--- src/bfci_pkg.sv ---
package bfci_pkg;

  localparam int CLK_NS     = 8;
  localparam int T_RAND_NS  = 65;
  localparam int T_PAGE_NS  = 25;
  localparam int T_WP_NS    = 35;
  localparam int T_GAP_NS   = 20;
  localparam int SYNC_CYC   = 2;

  // least times round up, never below one cycle
  function automatic int ns2cyc(input int ns);
    int c;
    c = (ns + CLK_NS - 1) / CLK_NS;
    return (c < 1) ? 1 : c;
  endfunction

  localparam int RAND_CYC   = ns2cyc(T_RAND_NS) + SYNC_CYC;
  localparam int PAGE_CYC   = ns2cyc(T_PAGE_NS) + SYNC_CYC;
  localparam int WP_CYC     = ns2cyc(T_WP_NS);
  localparam int GAP_CYC    = ns2cyc(T_GAP_NS);

  localparam int ADDR_W     = 23;
  localparam int DATA_W     = 16;
  localparam int PAGE_WORDS = 8;
  localparam int CNT_W      = 8;

  localparam logic [11:0] REG_CTRL   = 12'h000;
  localparam logic [11:0] REG_ADDR   = 12'h004;
  localparam logic [11:0] REG_WDATA  = 12'h008;
  localparam logic [11:0] REG_CMD    = 12'h00c;
  localparam logic [11:0] REG_STATUS = 12'h010;
  localparam logic [11:0] REG_RDATA  = 12'h014;
  localparam logic [11:0] REG_PAGE   = 12'h020;
  localparam logic [11:0] PAGE_MASK  = 12'hfe0;

  localparam int CTRL_STANDBY = 0;
  localparam int ST_BUSY      = 0;
  localparam int ST_REFUSED   = 1;
  localparam int ST_TIMEOUT   = 2;
  localparam int ST_DONE      = 3;
  localparam logic CTRL_RESET = 1'b1;

  localparam logic [3:0] OP_READ      = 4'h1;
  localparam logic [3:0] OP_PAGE      = 4'h2;
  localparam logic [3:0] OP_PROG      = 4'h3;
  localparam logic [3:0] OP_BYP_ENTER = 4'h4;
  localparam logic [3:0] OP_BYP_PROG  = 4'h5;
  localparam logic [3:0] OP_BYP_EXIT  = 4'h6;
  localparam logic [3:0] OP_ERASE     = 4'h7;
  localparam logic [3:0] OP_SUSPEND   = 4'h8;
  localparam logic [3:0] OP_RESUME    = 4'h9;
  localparam logic [3:0] OP_OTP_ENTER = 4'ha;
  localparam logic [3:0] OP_OTP_EXIT  = 4'hb;
  localparam logic [3:0] OP_RESET     = 4'hc;
  localparam logic [3:0] OP_POLL      = 4'hd;

  localparam logic [10:0] UNLOCK_A1 = 11'h555;
  localparam logic [10:0] UNLOCK_A2 = 11'h2aa;
  localparam logic [15:0] D_UNLOCK1 = 16'h00aa;
  localparam logic [15:0] D_UNLOCK2 = 16'h0055;
  localparam logic [15:0] D_PROG    = 16'h00a0;
  localparam logic [15:0] D_BYPASS  = 16'h0020;
  localparam logic [15:0] D_BYP_X1  = 16'h0090;
  localparam logic [15:0] D_ZERO    = 16'h0000;
  localparam logic [15:0] D_ERASE   = 16'h0080;
  localparam logic [15:0] D_SECTOR  = 16'h0030;
  localparam logic [15:0] D_SUSPEND = 16'h00b0;
  localparam logic [15:0] D_OTP     = 16'h0088;
  localparam logic [15:0] D_RESET   = 16'h00f0;

  typedef struct packed {
    logic              wr;
    logic              keep;
    logic              fast;
    logic [ADDR_W-1:0] addr;
    logic [DATA_W-1:0] data;
  } bfci_cyc_t;

  typedef struct packed {
    logic              sel_n;
    logic              oe_n;
    logic              we_n;
    logic              dq_oe;
    logic [ADDR_W-1:0] addr;
    logic [DATA_W-1:0] dq_out;
  } bfci_pins_t;

endpackage

--- src/bfci_page_buf.sv ---
`timescale 1ns/100ps
module bfci_page_buf
  import bfci_pkg::*;
#(
  parameter int WIDTH = DATA_W,
  parameter int DEPTH = PAGE_WORDS
) (
  input  wire logic                     hclk,
  input  wire logic                     wr_en,
  input  wire logic [$clog2(DEPTH)-1:0] wr_idx,
  input  wire logic [WIDTH-1:0]         wr_data,
  input  wire logic [$clog2(DEPTH)-1:0] rd_idx,
  output logic      [WIDTH-1:0]         rd_data
);

  logic [WIDTH-1:0] mem [DEPTH];

  if (DEPTH < 2) begin : g_chk
    $error("page buffer needs at least two words");
  end

  // no reset: contents are only meaningful after a page read fills them
  always_ff @(posedge hclk) begin
    if (wr_en) begin
      mem[wr_idx] <= wr_data;
    end
    rd_data <= mem[rd_idx];
  end

endmodule

--- src/bfci_cycle.sv ---
`timescale 1ns/100ps
module bfci_cycle
  import bfci_pkg::*;
(
  input  wire logic              hclk,
  input  wire logic              hresetn,
  input  wire logic              start,
  input  wire bfci_cyc_t         req,
  input  wire logic              standby,
  input  wire logic [DATA_W-1:0] dq_sync,
  output logic                   done,
  output logic      [DATA_W-1:0] rdata,
  output bfci_pins_t             pins
);

  typedef enum logic [1:0] {E_IDLE, E_SETUP, E_STROBE, E_HOLD} bfci_est_t;

  bfci_est_t         st, next_st;
  bfci_pins_t        next_pins;
  logic [CNT_W-1:0]  cnt, next_cnt;
  logic              wr, next_wr, keep, next_keep, held, next_held;
  logic              next_done;
  logic [DATA_W-1:0] next_rdata;

  always_comb begin
    next_st    = st;
    next_pins  = pins;
    next_cnt   = cnt;
    next_wr    = wr;
    next_keep  = keep;
    next_held  = held;
    next_done  = 1'b0;
    next_rdata = rdata;
    case (st)
      E_IDLE: begin
        if (start) begin
          next_wr          = req.wr;
          next_keep        = req.keep;
          next_held        = 1'b0;
          next_pins.addr   = req.addr;
          next_pins.dq_out = req.data;
          next_pins.dq_oe  = req.wr;
          next_pins.sel_n  = 1'b0;
          next_pins.oe_n   = req.wr;
          next_pins.we_n   = 1'b1;
          if (req.wr) begin
            next_st  = E_SETUP;
            next_cnt = CNT_W'(WP_CYC);
          end else begin
            next_st  = E_STROBE;
            next_cnt = req.fast ? CNT_W'(PAGE_CYC) : CNT_W'(RAND_CYC);
          end
        end else if (!held) begin
          // select high is standby; select low with stable address lets the part doze
          next_pins.sel_n = standby;
          next_pins.oe_n  = 1'b1;
          next_pins.we_n  = 1'b1;
          next_pins.dq_oe = 1'b0;
        end
      end
      E_SETUP: begin
        next_pins.we_n = 1'b0;
        next_st        = E_STROBE;
      end
      E_STROBE: begin
        next_cnt = cnt - CNT_W'(1);
        if (cnt == CNT_W'(1)) begin
          if (wr) begin
            next_pins.we_n = 1'b1;
            next_cnt       = CNT_W'(GAP_CYC);
            next_st        = E_HOLD;
          end else begin
            next_rdata = dq_sync;
            if (keep) begin
              next_held = 1'b1;
              next_done = 1'b1;
              next_st   = E_IDLE;
            end else begin
              next_pins.oe_n = 1'b1;
              next_cnt       = CNT_W'(GAP_CYC);
              next_st        = E_HOLD;
            end
          end
        end
      end
      E_HOLD: begin
        next_cnt = cnt - CNT_W'(1);
        if (cnt == CNT_W'(1)) begin
          next_pins.dq_oe = 1'b0;
          next_pins.sel_n = standby;
          next_done       = 1'b1;
          next_st         = E_IDLE;
        end
      end
      default: next_st = E_IDLE;
    endcase
  end

  always_ff @(posedge hclk or negedge hresetn) begin
    if (!hresetn) begin
      st    <= E_IDLE;
      pins  <= '{sel_n: 1'b1, oe_n: 1'b1, we_n: 1'b1, dq_oe: 1'b0, addr: '0, dq_out: '0};
      cnt   <= '0;
      wr    <= 1'b0;
      keep  <= 1'b0;
      held  <= 1'b0;
      done  <= 1'b0;
      rdata <= '0;
    end else begin
      st    <= next_st;
      pins  <= next_pins;
      cnt   <= next_cnt;
      wr    <= next_wr;
      keep  <= next_keep;
      held  <= next_held;
      done  <= next_done;
      rdata <= next_rdata;
    end
  end

endmodule

--- src/bfci_host.sv ---
`timescale 1ns/100ps
// Overview of operation
// - commands go out as ordinary write strobes; program, erase, bypass entry and one-time entry and exit open with the standard unlock cycles
// - program takes four write cycles, bypass program only two
// - erase starts only from the full six-cycle erase sequence
// - one-time region needs its entry sequence before use and exit after
// - the host can put the part into standby
// - host drives separate select, write strobe and output enable
module bfci_host
  import bfci_pkg::*;
#(
  parameter int POLL_LIMIT = 65536
) (
  input  wire logic              hclk,
  input  wire logic              hresetn,
  input  wire logic              hsel,
  input  wire logic [31:0]       haddr,
  input  wire logic [1:0]        htrans,
  input  wire logic              hwrite,
  input  wire logic [2:0]        hsize,
  input  wire logic [31:0]       hwdata,
  input  wire logic              hready,
  output logic                   hreadyout,
  output logic      [31:0]       hrdata,
  output logic                   hresp,
  output logic      [ADDR_W-1:0] flash_addr,
  output logic                   flash_select_n,
  output logic                   flash_we_n,
  output logic                   flash_oe_n,
  output logic      [DATA_W-1:0] word_data_lines_out,
  output logic                   word_data_lines_oe,
  input  wire logic [DATA_W-1:0] word_data_lines_in
);

  if (POLL_LIMIT < 2 || POLL_LIMIT > 32'h00ff_ffff) begin : g_chk
    $error("poll limit out of range");
  end

  typedef enum logic [2:0] {S_IDLE, S_ISSUE, S_WAIT, S_POLL, S_POLLW} bfci_st_t;

  // command sequences: unlock cycles carry the target's upper bits so they land in its bank
  function automatic bfci_cyc_t seq_step(input logic [3:0] op, input logic [2:0] i,
                                         input logic [ADDR_W-1:0] a, input logic [DATA_W-1:0] d);
    bfci_cyc_t c;
    logic [ADDR_W-1:0] u1, u2;
    u1 = {a[ADDR_W-1:11], UNLOCK_A1};
    u2 = {a[ADDR_W-1:11], UNLOCK_A2};
    c  = '{wr: 1'b1, keep: 1'b0, fast: 1'b0, addr: u1, data: D_UNLOCK1};
    if (i[0] ^ (op == OP_ERASE && i > 3'd2)) begin
      c.addr = u2;
      c.data = D_UNLOCK2;
    end
    case (op)
      OP_READ: c = '{wr: 1'b0, keep: 1'b0, fast: 1'b0, addr: a, data: D_ZERO};
      OP_PAGE: c = '{wr: 1'b0, keep: (i != 3'd7), fast: (i != 3'd0), addr: {a[ADDR_W-1:3], i}, data: D_ZERO};
      OP_PROG: begin
        if (i == 3'd2) c.data = D_PROG;
        if (i == 3'd3) c = '{wr: 1'b1, keep: 1'b0, fast: 1'b0, addr: a, data: d};
      end
      OP_BYP_ENTER: if (i == 3'd2) c.data = D_BYPASS;
      OP_BYP_PROG: c = (i == 3'd0) ? '{wr: 1'b1, keep: 1'b0, fast: 1'b0, addr: a, data: D_PROG}
                                   : '{wr: 1'b1, keep: 1'b0, fast: 1'b0, addr: a, data: d};
      OP_BYP_EXIT: c = '{wr: 1'b1, keep: 1'b0, fast: 1'b0, addr: a, data: (i == 3'd0) ? D_BYP_X1 : D_ZERO};
      OP_ERASE: begin
        if (i == 3'd2) c.data = D_ERASE;
        if (i == 3'd5) c = '{wr: 1'b1, keep: 1'b0, fast: 1'b0, addr: a, data: D_SECTOR};
      end
      OP_SUSPEND: c = '{wr: 1'b1, keep: 1'b0, fast: 1'b0, addr: a, data: D_SUSPEND};
      OP_RESUME: c = '{wr: 1'b1, keep: 1'b0, fast: 1'b0, addr: a, data: D_SECTOR};
      OP_OTP_ENTER: if (i == 3'd2) c.data = D_OTP;
      OP_OTP_EXIT: begin
        if (i == 3'd2) c.data = D_BYP_X1;
        if (i == 3'd3) c.data = D_ZERO;
      end
      OP_RESET: c = '{wr: 1'b1, keep: 1'b0, fast: 1'b0, addr: a, data: D_RESET};
      default: c = '{wr: 1'b0, keep: 1'b0, fast: 1'b0, addr: a, data: D_ZERO};
    endcase
    return c;
  endfunction

  function automatic logic [2:0] seq_last(input logic [3:0] op);
    case (op)
      OP_PAGE:                     seq_last = 3'd7;
      OP_PROG, OP_OTP_EXIT:        seq_last = 3'd3;
      OP_BYP_PROG, OP_BYP_EXIT:    seq_last = 3'd1;
      OP_BYP_ENTER, OP_OTP_ENTER:  seq_last = 3'd2;
      OP_ERASE:                    seq_last = 3'd5;
      default:                     seq_last = 3'd0;
    endcase
  endfunction

  function automatic logic op_valid(input logic [3:0] op);
    op_valid = (op >= OP_READ) && (op <= OP_POLL);
  endfunction

  // bus slave state
  logic              rd_pend, next_rd_pend, wr_pend, next_wr_pend;
  logic [11:0]       aoff, next_aoff;
  logic [31:0]       next_hrdata;
  logic              standby, next_standby;
  logic [ADDR_W-1:0] taddr, next_taddr;
  logic [DATA_W-1:0] wdata, next_wdata, rword, next_rword;
  logic [3:0]        op, next_op;
  logic              refused, next_refused, tmo, next_tmo, fin, next_fin;
  // sequencer state
  bfci_st_t          st, next_st;
  logic [2:0]        step, next_step;
  logic [23:0]       pcnt, next_pcnt;
  logic              have_prev, next_have_prev;
  logic [DATA_W-1:0] prev, next_prev;
  // pins and engine
  logic [DATA_W-1:0] dq_meta, dq_sync;
  bfci_pins_t        pins;
  bfci_cyc_t         req;
  logic              cyc_start, cyc_done;
  logic [DATA_W-1:0] cyc_rdata, buf_rdata;
  logic              busy, cmd_wr, polled_done;

  assign busy     = (st != S_IDLE);
  assign cmd_wr   = wr_pend && (aoff == REG_CMD);
  assign hreadyout = !rd_pend;
  assign hresp    = 1'b0;

  assign flash_addr          = pins.addr;
  assign flash_select_n      = pins.sel_n;
  assign flash_we_n          = pins.we_n;
  assign flash_oe_n          = pins.oe_n;
  assign word_data_lines_out = pins.dq_out;
  assign word_data_lines_oe  = pins.dq_oe;

  assign cyc_start = (st == S_ISSUE) || (st == S_POLL);
  assign req = (st == S_POLL) ? '{wr: 1'b0, keep: 1'b0, fast: 1'b0, addr: taddr, data: D_ZERO}
                              : seq_step(op, step, taddr, wdata);
  // toggle bit steady and, for a program, poll bit equal to the written bit
  assign polled_done = have_prev && (cyc_rdata[6] == prev[6]) &&
                       ((op == OP_POLL) || (cyc_rdata[7] == wdata[7]));

  always_comb begin
    next_rd_pend = hsel && hready && htrans[1] && !hwrite;
    next_wr_pend = hsel && hready && htrans[1] && hwrite;
    next_aoff    = (hsel && hready && htrans[1]) ? {haddr[11:2], 2'b00} : aoff;
    next_hrdata  = hrdata;
    next_standby = standby;
    next_taddr   = taddr;
    next_wdata   = wdata;
    next_refused = refused;
    next_tmo     = tmo;
    next_fin     = fin;
    if (rd_pend) begin
      next_hrdata = 32'h0000_0000;
      if (aoff == REG_CTRL) begin
        next_hrdata[CTRL_STANDBY] = standby;
      end else if (aoff == REG_ADDR) begin
        next_hrdata[ADDR_W-1:0] = taddr;
      end else if (aoff == REG_WDATA) begin
        next_hrdata[DATA_W-1:0] = wdata;
      end else if (aoff == REG_CMD) begin
        next_hrdata[3:0] = op;
      end else if (aoff == REG_STATUS) begin
        next_hrdata[3:0] = {fin, tmo, refused, busy};
      end else if (aoff == REG_RDATA) begin
        next_hrdata[DATA_W-1:0] = rword;
      end else if ((aoff & PAGE_MASK) == REG_PAGE) begin
        next_hrdata[DATA_W-1:0] = buf_rdata;
      end
    end
    if (wr_pend) begin
      if (aoff == REG_CTRL) begin
        next_standby = hwdata[CTRL_STANDBY];
      end else if (aoff == REG_ADDR && !busy) begin
        next_taddr = hwdata[ADDR_W-1:0];
      end else if (aoff == REG_WDATA && !busy) begin
        next_wdata = hwdata[DATA_W-1:0];
      end else if (aoff == REG_STATUS) begin
        next_refused = refused && !hwdata[ST_REFUSED];
        next_tmo     = tmo && !hwdata[ST_TIMEOUT];
        next_fin     = fin && !hwdata[ST_DONE];
      end
    end
    // hardware sets after the software clear, so a same-cycle event survives
    if (cmd_wr && (busy || !op_valid(hwdata[3:0]))) begin
      next_refused = 1'b1;
    end
    if (st == S_POLLW && cyc_done && !polled_done && pcnt == 24'(POLL_LIMIT - 1)) begin
      next_tmo = 1'b1;
    end
    if ((st == S_WAIT || st == S_POLLW) && cyc_done && next_st == S_IDLE) begin
      next_fin = 1'b1;
    end
  end

  always_comb begin
    next_st        = st;
    next_op        = op;
    next_step      = step;
    next_pcnt      = pcnt;
    next_have_prev = have_prev;
    next_prev      = prev;
    next_rword     = rword;
    case (st)
      S_IDLE: begin
        if (cmd_wr && op_valid(hwdata[3:0])) begin
          next_op        = hwdata[3:0];
          next_step      = 3'd0;
          next_pcnt      = '0;
          next_have_prev = 1'b0;
          next_st        = (hwdata[3:0] == OP_POLL) ? S_POLL : S_ISSUE;
        end
      end
      S_ISSUE: next_st = S_WAIT;
      S_WAIT: begin
        if (cyc_done) begin
          if (op == OP_READ) begin
            next_rword = cyc_rdata;
          end
          if (step != seq_last(op)) begin
            next_step = step + 3'd1;
            next_st   = S_ISSUE;
          end else if (op == OP_PROG || op == OP_BYP_PROG) begin
            next_st = S_POLL;
          end else begin
            // erase and resume return at once; software polls later so it may suspend
            next_st = S_IDLE;
          end
        end
      end
      S_POLL: next_st = S_POLLW;
      S_POLLW: begin
        if (cyc_done) begin
          next_prev      = cyc_rdata;
          next_rword     = cyc_rdata;
          next_have_prev = 1'b1;
          next_pcnt      = pcnt + 24'd1;
          if (polled_done || pcnt == 24'(POLL_LIMIT - 1)) begin
            next_st = S_IDLE;
          end else begin
            next_st = S_POLL;
          end
        end
      end
      default: next_st = S_IDLE;
    endcase
  end

  always_ff @(posedge hclk or negedge hresetn) begin
    if (!hresetn) begin
      rd_pend <= 1'b0;
      wr_pend <= 1'b0;
      aoff    <= '0;
      hrdata  <= 32'h0000_0000;
      standby <= CTRL_RESET;
      taddr   <= '0;
      wdata   <= '0;
      refused <= 1'b0;
      tmo     <= 1'b0;
      fin     <= 1'b0;
      dq_meta <= '0;
      dq_sync <= '0;
    end else begin
      rd_pend <= next_rd_pend;
      wr_pend <= next_wr_pend;
      aoff    <= next_aoff;
      hrdata  <= next_hrdata;
      standby <= next_standby;
      taddr   <= next_taddr;
      wdata   <= next_wdata;
      refused <= next_refused;
      tmo     <= next_tmo;
      fin     <= next_fin;
      dq_meta <= word_data_lines_in;
      dq_sync <= dq_meta;
    end
  end

  always_ff @(posedge hclk or negedge hresetn) begin
    if (!hresetn) begin
      st        <= S_IDLE;
      op        <= '0;
      step      <= '0;
      pcnt      <= '0;
      have_prev <= 1'b0;
      prev      <= '0;
      rword     <= '0;
    end else begin
      st        <= next_st;
      op        <= next_op;
      step      <= next_step;
      pcnt      <= next_pcnt;
      have_prev <= next_have_prev;
      prev      <= next_prev;
      rword     <= next_rword;
    end
  end

  bfci_cycle u_cycle (
    .hclk    (hclk),
    .hresetn (hresetn),
    .start   (cyc_start),
    .req     (req),
    .standby (standby),
    .dq_sync (dq_sync),
    .done    (cyc_done),
    .rdata   (cyc_rdata),
    .pins    (pins)
  );

  bfci_page_buf #(
    .WIDTH (DATA_W),
    .DEPTH (PAGE_WORDS)
  ) u_page (
    .hclk    (hclk),
    .wr_en   (st == S_WAIT && cyc_done && op == OP_PAGE),
    .wr_idx  (step),
    .wr_data (cyc_rdata),
    .rd_idx  (next_aoff[4:2]),  // read port is registered, so index the word one cycle early
    .rd_data (buf_rdata)
  );

endmodule

--- config.mk ---
export PLATFORM = sky130hd
export DESIGN_NAME = bfci_host
export DESIGN_NICKNAME = d
export VERILOG_FILES = /design/src/bfci_pkg.sv /design/src/bfci_page_buf.sv /design/src/bfci_cycle.sv /design/src/bfci_host.sv
export SDC_FILE = /design/constraint.sdc
export NUM_CORES = 1
export LEC_CHECK = 0
export BUFFER_PORTS_ARGS = -buffer_cell sky130_fd_sc_hd__buf_2
export CAP_MARGIN = 20
export CORE_AREA = 2 2 184 186
export CTS_CLUSTER_SIZE = 24
export DETAILED_ROUTE_END_ITERATION = 8
export DIE_AREA = 0 0 186 188
export PLACE_DENSITY = 0.77
export SLEW_MARGIN = 0
export SYNTH_ARGS = -nofsm -noshare
export SYNTH_HDL_FRONTEND = slang
export SYNTH_SLANG_ARGS = --single-unit
--- constraint.sdc ---
create_clock -name hclk -period 2.8 [get_ports hclk]
set_input_delay 0.14 -clock hclk [delete_from_list [all_inputs] [get_ports hclk]]
set_output_delay 0.14 -clock hclk [all_outputs]
set_load 0.01 [all_outputs]
==> flow_metrics.env, run 1 <==
export IMPL_hold_class="primary input to register"
export IMPL_drt_pass1_iterations=6
export IMPL_die_h_um=188
export IMPL_rsz0062_at_grt="false"
export IMPL_grt_pass1_vias=12100
export IMPL_rrSetupSlack_ps=100
export IMPL_setup_slack_ps=102
export IMPL_clock_sinks=379
export IMPL_track_usage=0.244
export IMPL_cp_endpoint="u_cycle.rdata[11]"
export IMPL_post_route_drc_count=0
export IMPL_relSlewSlack=0.364
export IMPL_min_period_ps=2700
export IMPL_nFillCells=2581
export IMPL_synth_ff_type="dfrtp_1"
export IMPL_path_class="register to register"
export IMPL_io_pins=167
export IMPL_seqCellArea_mm2=0.0100
export IMPL_crit_required_ps=3240
export IMPL_pwr_density_cell_mw_per_mm2=711
export IMPL_clk_pin_slew_ps=60
export IMPL_cts_tree="built"
export IMPL_period_share=0.964
export IMPL_viasPerCell=5.78
export IMPL_cap_violations=0
export IMPL_cts_root_buffer="clkbuf_16"
export IMPL_die_w_um=186
export IMPL_initial_core_util=0.494
export IMPL_grt_overflow_total=0
export IMPL_ir_drop_mv=0.571
export IMPL_synthCells=1463
export IMPL_grt_first_pass_wirelength_um=66200
export IMPL_status="completed"
export IMPL_die_area_mm2=0.0350
export IMPL_cp_max_fo=16
export IMPL_setup_tns_ps=0
export IMPL_detail_route_iter0_violations=1091
export IMPL_rows=67
export IMPL_min_from="haddr[4]"
export IMPL_yosysSeqAreaShare=0.614
export IMPL_fin_cells=2137
export IMPL_ant_nets=0
export IMPL_grt_max_degree=90
export IMPL_cp_startpoint="u_cycle.cnt[6]"
export IMPL_synthArstFlopShare=0.620
export IMPL_clk_path_buf_depth=3
export IMPL_worst_pin_slew_ps=954
export IMPL_cp_start_kind="register"
export IMPL_r2r_cells=6
export IMPL_dp_slack_ps=118
export IMPL_io_buffers=121
export IMPL_h_tree_depth=2
export IMPL_num_nets_final=1755
export IMPL_gp_congestion=0.936
export IMPL_fmax_mhz=371
export IMPL_final_hold_viol_count=0
export IMPL_skew_ps=21.9
export IMPL_synth_edff_count=128
export IMPL_syn_avg_cell_area_um2=11.2
export IMPL_cts_buffers=40
export IMPL_yosys_warnings=0
export IMPL_core_area_mm2=0.0331
export IMPL_hpwl_um=28200
export IMPL_ys_types=75
export IMPL_ys_ff_latch=379
export IMPL_reg2reg_from="u_cycle.cnt[6]"
export IMPL_drt_wl_total_um=42500
export IMPL_finalMaxSlewViolations=0
export IMPL_endpoint_kind="register"
export IMPL_r2r_end="u_cycle.rdata[11]"
export IMPL_multiInputGateArea_mm2=0.00591
export IMPL_syn2layout_area_growth_pct=20.1
export IMPL_leakagePower_nw=8.46
export IMPL_via_count=12400
export IMPL_wl_per_cell_um=19.9
export IMPL_place_inst=2014
export IMPL_cp_arrival_ps=3140
export IMPL_clk_latency_ps=560
export IMPL_drive_gt1_frac=0.213
export IMPL_setup_viol=0
export IMPL_netlist_area_mm2=0.0164
export IMPL_antenna_found_initial=2
-- layout by cell type (no fill, tap or decap), types with 10 or more instances in the layout --
cell and count:
nand2_1 277, dfrtp_1 231, edfxtp_1 128, buf_2 120, nand3_1 118, o21ai_0 89, mux2_2 78, nor2_1 62
buf_4 55, a21oi_1 49, dlygate4sd3_1 48, clkbuf_16 40, o2bb2ai_1 21, inv_1 20, nor2b_1 19, a221o_1 19
nor3_1 16, dfxtp_1 16, and3_1 15, nand2b_1 13, a31oi_1 11, mux2_4 10, a22o_1 10, conb_1 10
buf_12 10
-- kinds of logic (layout without fill, tap and decap cells) --
group / after synthesis / count (layout) / share of synthesized area
buf+inv: 113 / 328 / 0.0297
other cells: 1 / 12 / 0.000229
simple gates: 572 / 572 / 0.160
compound gates: 281 / 281 / 0.115
mux: 97 / 97 / 0.0683
fa+ha+maj: 9 / 9 / 0.00688
flops: 379 / 379 / 0.614
xor+xnor: 11 / 11 / 0.00589
-- synthesized netlist by cell type, types with 19 or more instances --
cell type | count | area (um^2)
a21oi_1 | 49 | 245
a221o_1 | 19 | 190
clkbuf_1 | 70 | 263
dfrtp_1 | 231 | 5780
edfxtp_1 | 128 | 3840
inv_1 | 20 | 75.1
mux2_2 | 78 | 878
nand2_1 | 277 | 1040
nand3_1 | 118 | 591
nor2_1 | 63 | 236
nor2b_1 | 19 | 119
nor3_1 | 19 | 95.1
o21ai_0 | 89 | 445
o2bb2ai_1 | 21 | 184
-- power breakdown --
group	switching [W]	internal [W]	leakage (nW)
Clock	0.00222	0.00311	0.664
Combinational	0.000939	0.000741	3.53
Sequential	0.000547	0.00642	4.26
Total	0.00370	0.0103	8.46
-- sequential cells by signal, summed over array words and instances, names as in the netlist, 2 cells and up --
name / flops
u_cycle.rdata: 16
u_cycle.pins: 43
taddr: 23
dq_meta: 16
u_cycle.st: 2
dq_sync: 16
st: 3
u_page.rd_data: 16
rword: 16
wdata: 16
pcnt: 24
op: 4
step: 3
u_cycle.cnt: 8
aoff: 10
u_page.mem: 128
hrdata: 23
-- worst min path at each step --
| stage | end | slack (ps) | depth (start not counted) |
|---|---|---|---|
| finish | aoff[4] | 110 | 4 |
| global route | aoff[4] | 140 | 4 |
| CTS | aoff[4] | 100 | 4 |
| detailed placement | taddr[18] | 220 | 1 |
| global placement | taddr[22] | 210 | 1 |
| floorplan | aoff[10] | -160 | 0 |
-- through the flow --
stage               hold slack, ps  power (W)  instance area (um^2)   util
finish                         113     0.0140                 19700  0.594
global route                   142     0.0146                 19700  0.594
CTS                            102     0.0141                 19700  0.594
detailed placement             217    0.00869                 17800  0.538
global placement               214    0.00858                 17800  0.538
floorplan                     -156    0.00798                 16400      -
-- cell type report --
cell class / count / share of cell area
tap: 448 / 0.0285
antenna: 2 / 0.000255
clock inverter: 15 / 0.00967
inverter: 21 / 0.00401
sequential: 379 / 0.511
multi-input combinational: 980 / 0.301
clock buffer: 58 / 0.0589
timing repair buffer: 234 / 0.0869
-- layer usage --
| metal | up-vias | track usage | wire length, um |
|---|---|---|---|
| li1 | 5653 | - | - |
| met1 | 6086 | 0.327 | 17200 |
| met2 | 524 | 0.397 | 20700 |
| met3 | 99 | 0.0441 | 2990 |
| met4 | 0 | 0.0921 | 1570 |
| met5 | - | 0 | 0 |
-- worst max-delay path, cell delays in order (launching register included) --
cell and delay, ps:
dfrtp_1 390, or4_1 530, or4b_4 530, or2_4 260, or3_1 360, buf_12 180
mux2_4 310
-- what timing repair did --
action | in CTS | in global routing
setup buffers | 0 | 0
hold buffers | 48 | 0
gates resized for setup | 0 | 0
endpoints found under the hold margin | 154 | 0
No activity file was read; power rests on OpenSTA's default activity.
==> inputs of run 2 (changes only) <==
PLACE_DENSITY = 0.74   (was 0.77)
clock period = 2.9 ns   (was 2.8 ns; I/O delays follow)
==> run 2 against run 1 <==
Sequential share of layout area grew 0.17 points. Non-clock buffer count decreased by 9. Count of clock-buffer cells in the layout is 2 lower. Via count decreased by 1.1%. Highest routed layer unchanged.
==> flow_metrics.env, run 2 (synthesized netlist as in run 1, its figures left out) <==
export IMPL_setup_viol=0
export IMPL_hold_class="primary input to register"
export IMPL_die_area_mm2=0.0350
export IMPL_cp_start_kind="register"
export IMPL_finalInstanceArea_mm2=0.0196
export IMPL_drt_pass1_iterations=5
export IMPL_clk_path_buf_depth=3
export IMPL_grt_overflow_total=0
export IMPL_layout_commonest_cell="nand2_1"
export IMPL_p_int_w=0.00985
export IMPL_status="completed"
export IMPL_ctsResizeCount=0
export IMPL_swShare=0.269
export IMPL_leakagePower_nw=8.41
export IMPL_pwr_share_comb=0.120
export IMPL_final_hold_viol_count=0
export IMPL_grt_max_degree=101
export IMPL_hold_path_cell_count=4
export IMPL_via_count=12200
export IMPL_num_nets_final=1746
export IMPL_hpwl_um=28300
export IMPL_endpoint_kind="register"
export IMPL_worst_pin_slew_ps=982
export IMPL_ctsHoldBuffers=48
export IMPL_rows=67
export IMPL_clk_latency_ps=560
export IMPL_rrSetupSlack_ps=110
export IMPL_final_cell_mix="nand2_1 (277), dfrtp_1 (231), edfxtp_1 (128)"
export IMPL_ant_nets=0
export IMPL_path_cells="or4_1, or4b_4, or2_4, or3_1, buf_12, mux2_4"
export IMPL_post_route_drc_count=0
export IMPL_setup_slack_ps=109
export IMPL_cap_violations=0
export IMPL_path_class="register to register"
export IMPL_crit_required_ps=3340
export IMPL_period_share=0.962
export IMPL_cp_arrival_ps=3230
export IMPL_cp_depth=6
export IMPL_largest_reg_flops=128
export IMPL_cp_num_buf_inv=1
export IMPL_core_area_mm2=0.0331
export IMPL_initial_core_util=0.494
export IMPL_fmax_mhz=358
export IMPL_drt_wl_total_um=42900
export IMPL_nFillCells=2671
export IMPL_grt_first_pass_wirelength_um=67700
export IMPL_path_delay_family="simple AND/OR/NAND/NOR gates"
export IMPL_clk_pin_slew_ps=60
export IMPL_pwr_density_cell_mw_per_mm2=688
export IMPL_cp_slowest_cell="or4_1"
export IMPL_syn2layout_area_growth_pct=19.7
export IMPL_clock_sinks=379
export IMPL_cts_buffers=40
export IMPL_track_usage=0.248
export IMPL_clkPwrFrac=0.379
export IMPL_wl_per_cell_um=20.1
export IMPL_setup_tns_ps=0
export IMPL_fin_cells=2128
export IMPL_io_buffers=121
export IMPL_max_flop_register="u_page.mem"
export IMPL_top_regs="u_page.mem x128, u_cycle.pins x43, pcnt x24"
export IMPL_r2r_cells=6
export IMPL_cp_max_fo=16
export IMPL_min_period_ps=2790
export IMPL_switching_power_w=0.00362
export IMPL_detail_route_iter0_violations=1091
export IMPL_rsz0062_at_grt="false"
export IMPL_die_w_um=186
export IMPL_holdWs_ps=122
export IMPL_relSlewSlack=0.345
export IMPL_place_area_mm2=0.0178
export IMPL_ir_drop_mv=0.564
export IMPL_die_h_um=188
export IMPL_dp_slack_ps=135
export IMPL_place_inst=2005
export IMPL_finalMaxSlewViolations=0
export IMPL_skew_ps=30.0
export IMPL_cpPeakStageDelay_ps=550
export IMPL_io_pins=167
export IMPL_post_cts_buffers=0
export IMPL_h_tree_depth=2
export IMPL_grt_pass1_vias=12300
export IMPL_pwr_share_seq=0.501
export IMPL_cts_tree="built"
export IMPL_drive_gt1_frac=0.208
export IMPL_viasPerCell=5.75
export IMPL_antenna_found_initial=1
export IMPL_gp_congestion=0.903
export IMPL_cts_root_buffer="clkbuf_16"
## run 2: cell type report
type                    count  area (um^2)  share of cell area
multi-input cells         980         5910               0.302
repair buffers            225         1670              0.0850
diodes                      1         2.50            0.000128
well taps                 448          561              0.0286
clock buffers              56         1130              0.0577
inverters                  21         78.8             0.00402
flip-flops and latches    379        10000               0.513
clock inverters            18          198              0.0101
## run 2: routing by layer
layer / vias up / track usage / share of wire
met2: 437 / 0.405 / 0.49
met4: 0 / 0.104 / 0.040
li1: 5645 / - / -
met5: - / 0 / 0
met1: 6040 / 0.330 / 0.41
met3: 108 / 0.0390 / 0.061
## run 2: final timing paths
path                                      from                 to
worst min register to register      dq_meta[9]         dq_sync[9]
worst min-delay path                  haddr[4]            aoff[4]
worst max-delay path            u_cycle.cnt[3]  u_cycle.rdata[12]
max in group asynchronous              hresetn            standby
worst max register to register  u_cycle.cnt[3]  u_cycle.rdata[12]
min in group asynchronous              hresetn         hrdata[14]
## run 2: tightest hold or removal path, delay by kind of cell
kind                   cells  cell delay [ps]
buffers and inverters      3              410
muxes                      1               60
## run 2: power by group through the flow
stage	Sequential (W)	Combinational (W)	Clock, W
floorplan	0.00660	0.00110	0
global placement	0.00680	0.00148	0
detailed placement	0.00685	0.00155	0
CTS	0.00674	0.00162	0.00520
global route	0.00682	0.00179	0.00541
finish	0.00675	0.00161	0.00511
## run 2: stage by stage
stage	total power, W	util
3_3_place_gp	0.00828	0.537
5_1_grt	0.0140	0.592
2_1_floorplan	0.00770	-
3_5_place_dp	0.00840	0.537
6_report	0.0135	0.592
4_1_cts	0.0136	0.592
==> inputs of run 3 (changes only) <==
ABC_CLOCK_PERIOD_IN_PS = 2900   (was not set)
RECOVER_POWER = 100   (was not set)
==> run 3 against run 2 <==
The run now ends with capacitance limit, slew limit left. Critical path depth is the same. Sequential power is essentially flat. Hold slack better by 100 ps. First-iteration DRC count down 0.64%. Flip-flop and latch count stayed put. Sequential share of layout area increased by 0.83 points. Utilization shrank 0.94 points. Count of clock-buffer cells in the layout unchanged. Combinational power decreased by 4%. Non-clock buffer count unchanged. Critical path type unchanged.
==> flow_metrics.env, run 3 (synthesized netlist as in run 1, its figures left out) <==
export IMPL_r2r_end="u_cycle.rdata[6]"
export IMPL_setup_viol=0
export IMPL_cp_startpoint="u_cycle.cnt[3]"
export IMPL_ir_drop_mv=0.563
export IMPL_setup_tns_ps=0
export IMPL_cts_tree="built"
export IMPL_leakagePower_nw=8.01
export IMPL_fmax_mhz=356
export IMPL_io_buffers=121
export IMPL_final_cell_mix="nand2_1 (277), dfrtp_1 (231), edfxtp_1 (128)"
export IMPL_finalInstanceArea_mm2=0.0193
export IMPL_syn2layout_area_growth_pct=17.8
export IMPL_grt_first_pass_wirelength_um=67700
export IMPL_antenna_found_initial=1
export IMPL_cp_max_fo=16
export IMPL_finalMaxSlewViolations=133
export IMPL_skew_ps=26.2
export IMPL_cp_depth=6
export IMPL_largest_reg_flops=128
export IMPL_status="finished, violations left"
export IMPL_viasPerCell=5.72
export IMPL_initial_core_util=0.494
export IMPL_rows=67
export IMPL_die_w_um=186
export IMPL_grt_pass1_vias=12300
export IMPL_clk_latency_ps=560
export IMPL_h_tree_depth=2
export IMPL_grt_max_degree=101
export IMPL_rrSetupSlack_ps=90
export IMPL_crit_required_ps=3320
export IMPL_place_area_mm2=0.0178
export IMPL_ctsHoldBuffers=48
export IMPL_clock_sinks=379
export IMPL_clk_path_buf_depth=3
export IMPL_cp_start_kind="register"
export IMPL_path_cells="or4_1, or4b_4, or2_4, or3_1, buf_6, mux2_1"
export IMPL_drive_gt1_frac=0.153
export IMPL_top_regs="u_page.mem x128, u_cycle.pins x43, pcnt x24"
export IMPL_wl_per_cell_um=20.1
export IMPL_num_nets_final=1746
export IMPL_max_flop_register="u_page.mem"
export IMPL_cp_arrival_ps=3230
export IMPL_ant_nets=0
export IMPL_gp_congestion=0.903
export IMPL_cap_violations=2
export IMPL_grt_overflow_total=0
export IMPL_cpPeakStageDelay_ps=550
export IMPL_relSlewSlack=-0.539
export IMPL_rsz0062_at_grt="false"
export IMPL_failed_checks="capacitance limit, slew limit"
export IMPL_cp_endpoint="u_cycle.rdata[6]"
export IMPL_cts_buffers=40
export IMPL_r2r_cells=6
export IMPL_final_hold_viol_count=0
export IMPL_cp_num_buf_inv=1
export IMPL_drt_pass1_iterations=5
export IMPL_cp_slowest_cell="or4_1"
export IMPL_post_cts_buffers=0
export IMPL_cts_root_buffer="clkbuf_16"
export IMPL_clk_pin_slew_ps=60
export IMPL_worst_pin_slew_ps=2310
export IMPL_path_delay_family="simple AND/OR/NAND/NOR gates"
export IMPL_hpwl_um=28300
export IMPL_track_usage=0.248
export IMPL_pwr_density_cell_mw_per_mm2=695
export IMPL_endpoint_kind="register"
export IMPL_reg2reg_from="u_cycle.cnt[3]"
export IMPL_path_class="register to register"
export IMPL_period_share=0.969
export IMPL_ctsResizeCount=0
export IMPL_core_area_mm2=0.0331
export IMPL_layout_commonest_cell="nand2_1"
export IMPL_die_area_mm2=0.0350
export IMPL_drt_wl_total_um=42800
export IMPL_min_period_ps=2810
export IMPL_post_route_drc_count=0
export IMPL_die_h_um=188
export IMPL_io_pins=167
export IMPL_via_count=12200
export IMPL_detail_route_iter0_violations=1084
export IMPL_hold_class="primary input to register"
export IMPL_holdWs_ps=223
## run 3: cell count changes in the layout (fill, tap and decap cells not counted), sizes merged
cell and change:
buf -89, clkbuf +89
## run 3: layout make-up
type / instances / area (um^2)
Antenna cell: 1 / 2.50
Clock buffer: 56 / 1130
Clock inverter: 18 / 198
Fill cell: 2751 / 13800
Inverter: 21 / 78.8
Multi-Input combinational cell: 980 / 5860
Sequential cell: 379 / 10000
Tap cell: 448 / 561
Timing Repair Buffer: 225 / 1410
## run 3: report_power, final
group / leakage [nW] / internal (W) / total, W / switching, W
clock: 0.647 / 0.00294 / 0.00512 / 0.00217
combinational: 3.10 / 0.000642 / 0.00154 / 0.000901
sequential: 4.26 / 0.00620 / 0.00675 / 0.000550
total: 8.01 / 0.00978 / 0.0134 / 0.00363
## run 3: worst register-to-register path: stages, from the launching register on
cell	delay (ps)
dfrtp_1	420
or4_1	550
or4b_4	540
or2_4	270
or3_1	350
buf_6	200
mux2_1	350
## run 3: worst min path at each step
stage	start	slack (ps)	cells after the start	end
6_report	word_data_lines_in[7]	220	2	dq_meta[7]
5_1_grt	word_data_lines_in[12]	210	2	dq_meta[12]
2_1_floorplan	hresetn	-150	0	aoff[10]
3_3_place_gp	hresetn	250	1	u_cycle.pins[18]
3_5_place_dp	hresetn	250	1	u_cycle.pins[23]
4_1_cts	haddr[4]	100	4	aoff[4]
## run 3: metal layers
layer | wire (um) | GRT usage
met1 | 17600 | 0.330
met2 | 21000 | 0.405
met3 | 2530 | 0.0390
met4 | 1720 | 0.104
met5 | 0 | 0
## run 3: metrics by stage
step	std cells	power, W	util	worst slack (ps)
finish	2128	0.0134	0.582	90.2
global route	2128	0.0139	0.582	21.7
CTS	2127	0.0136	0.592	113
detailed placement	2005	0.00840	0.537	135
global placement	2005	0.00828	0.537	186
floorplan	1472	0.00770	-	210
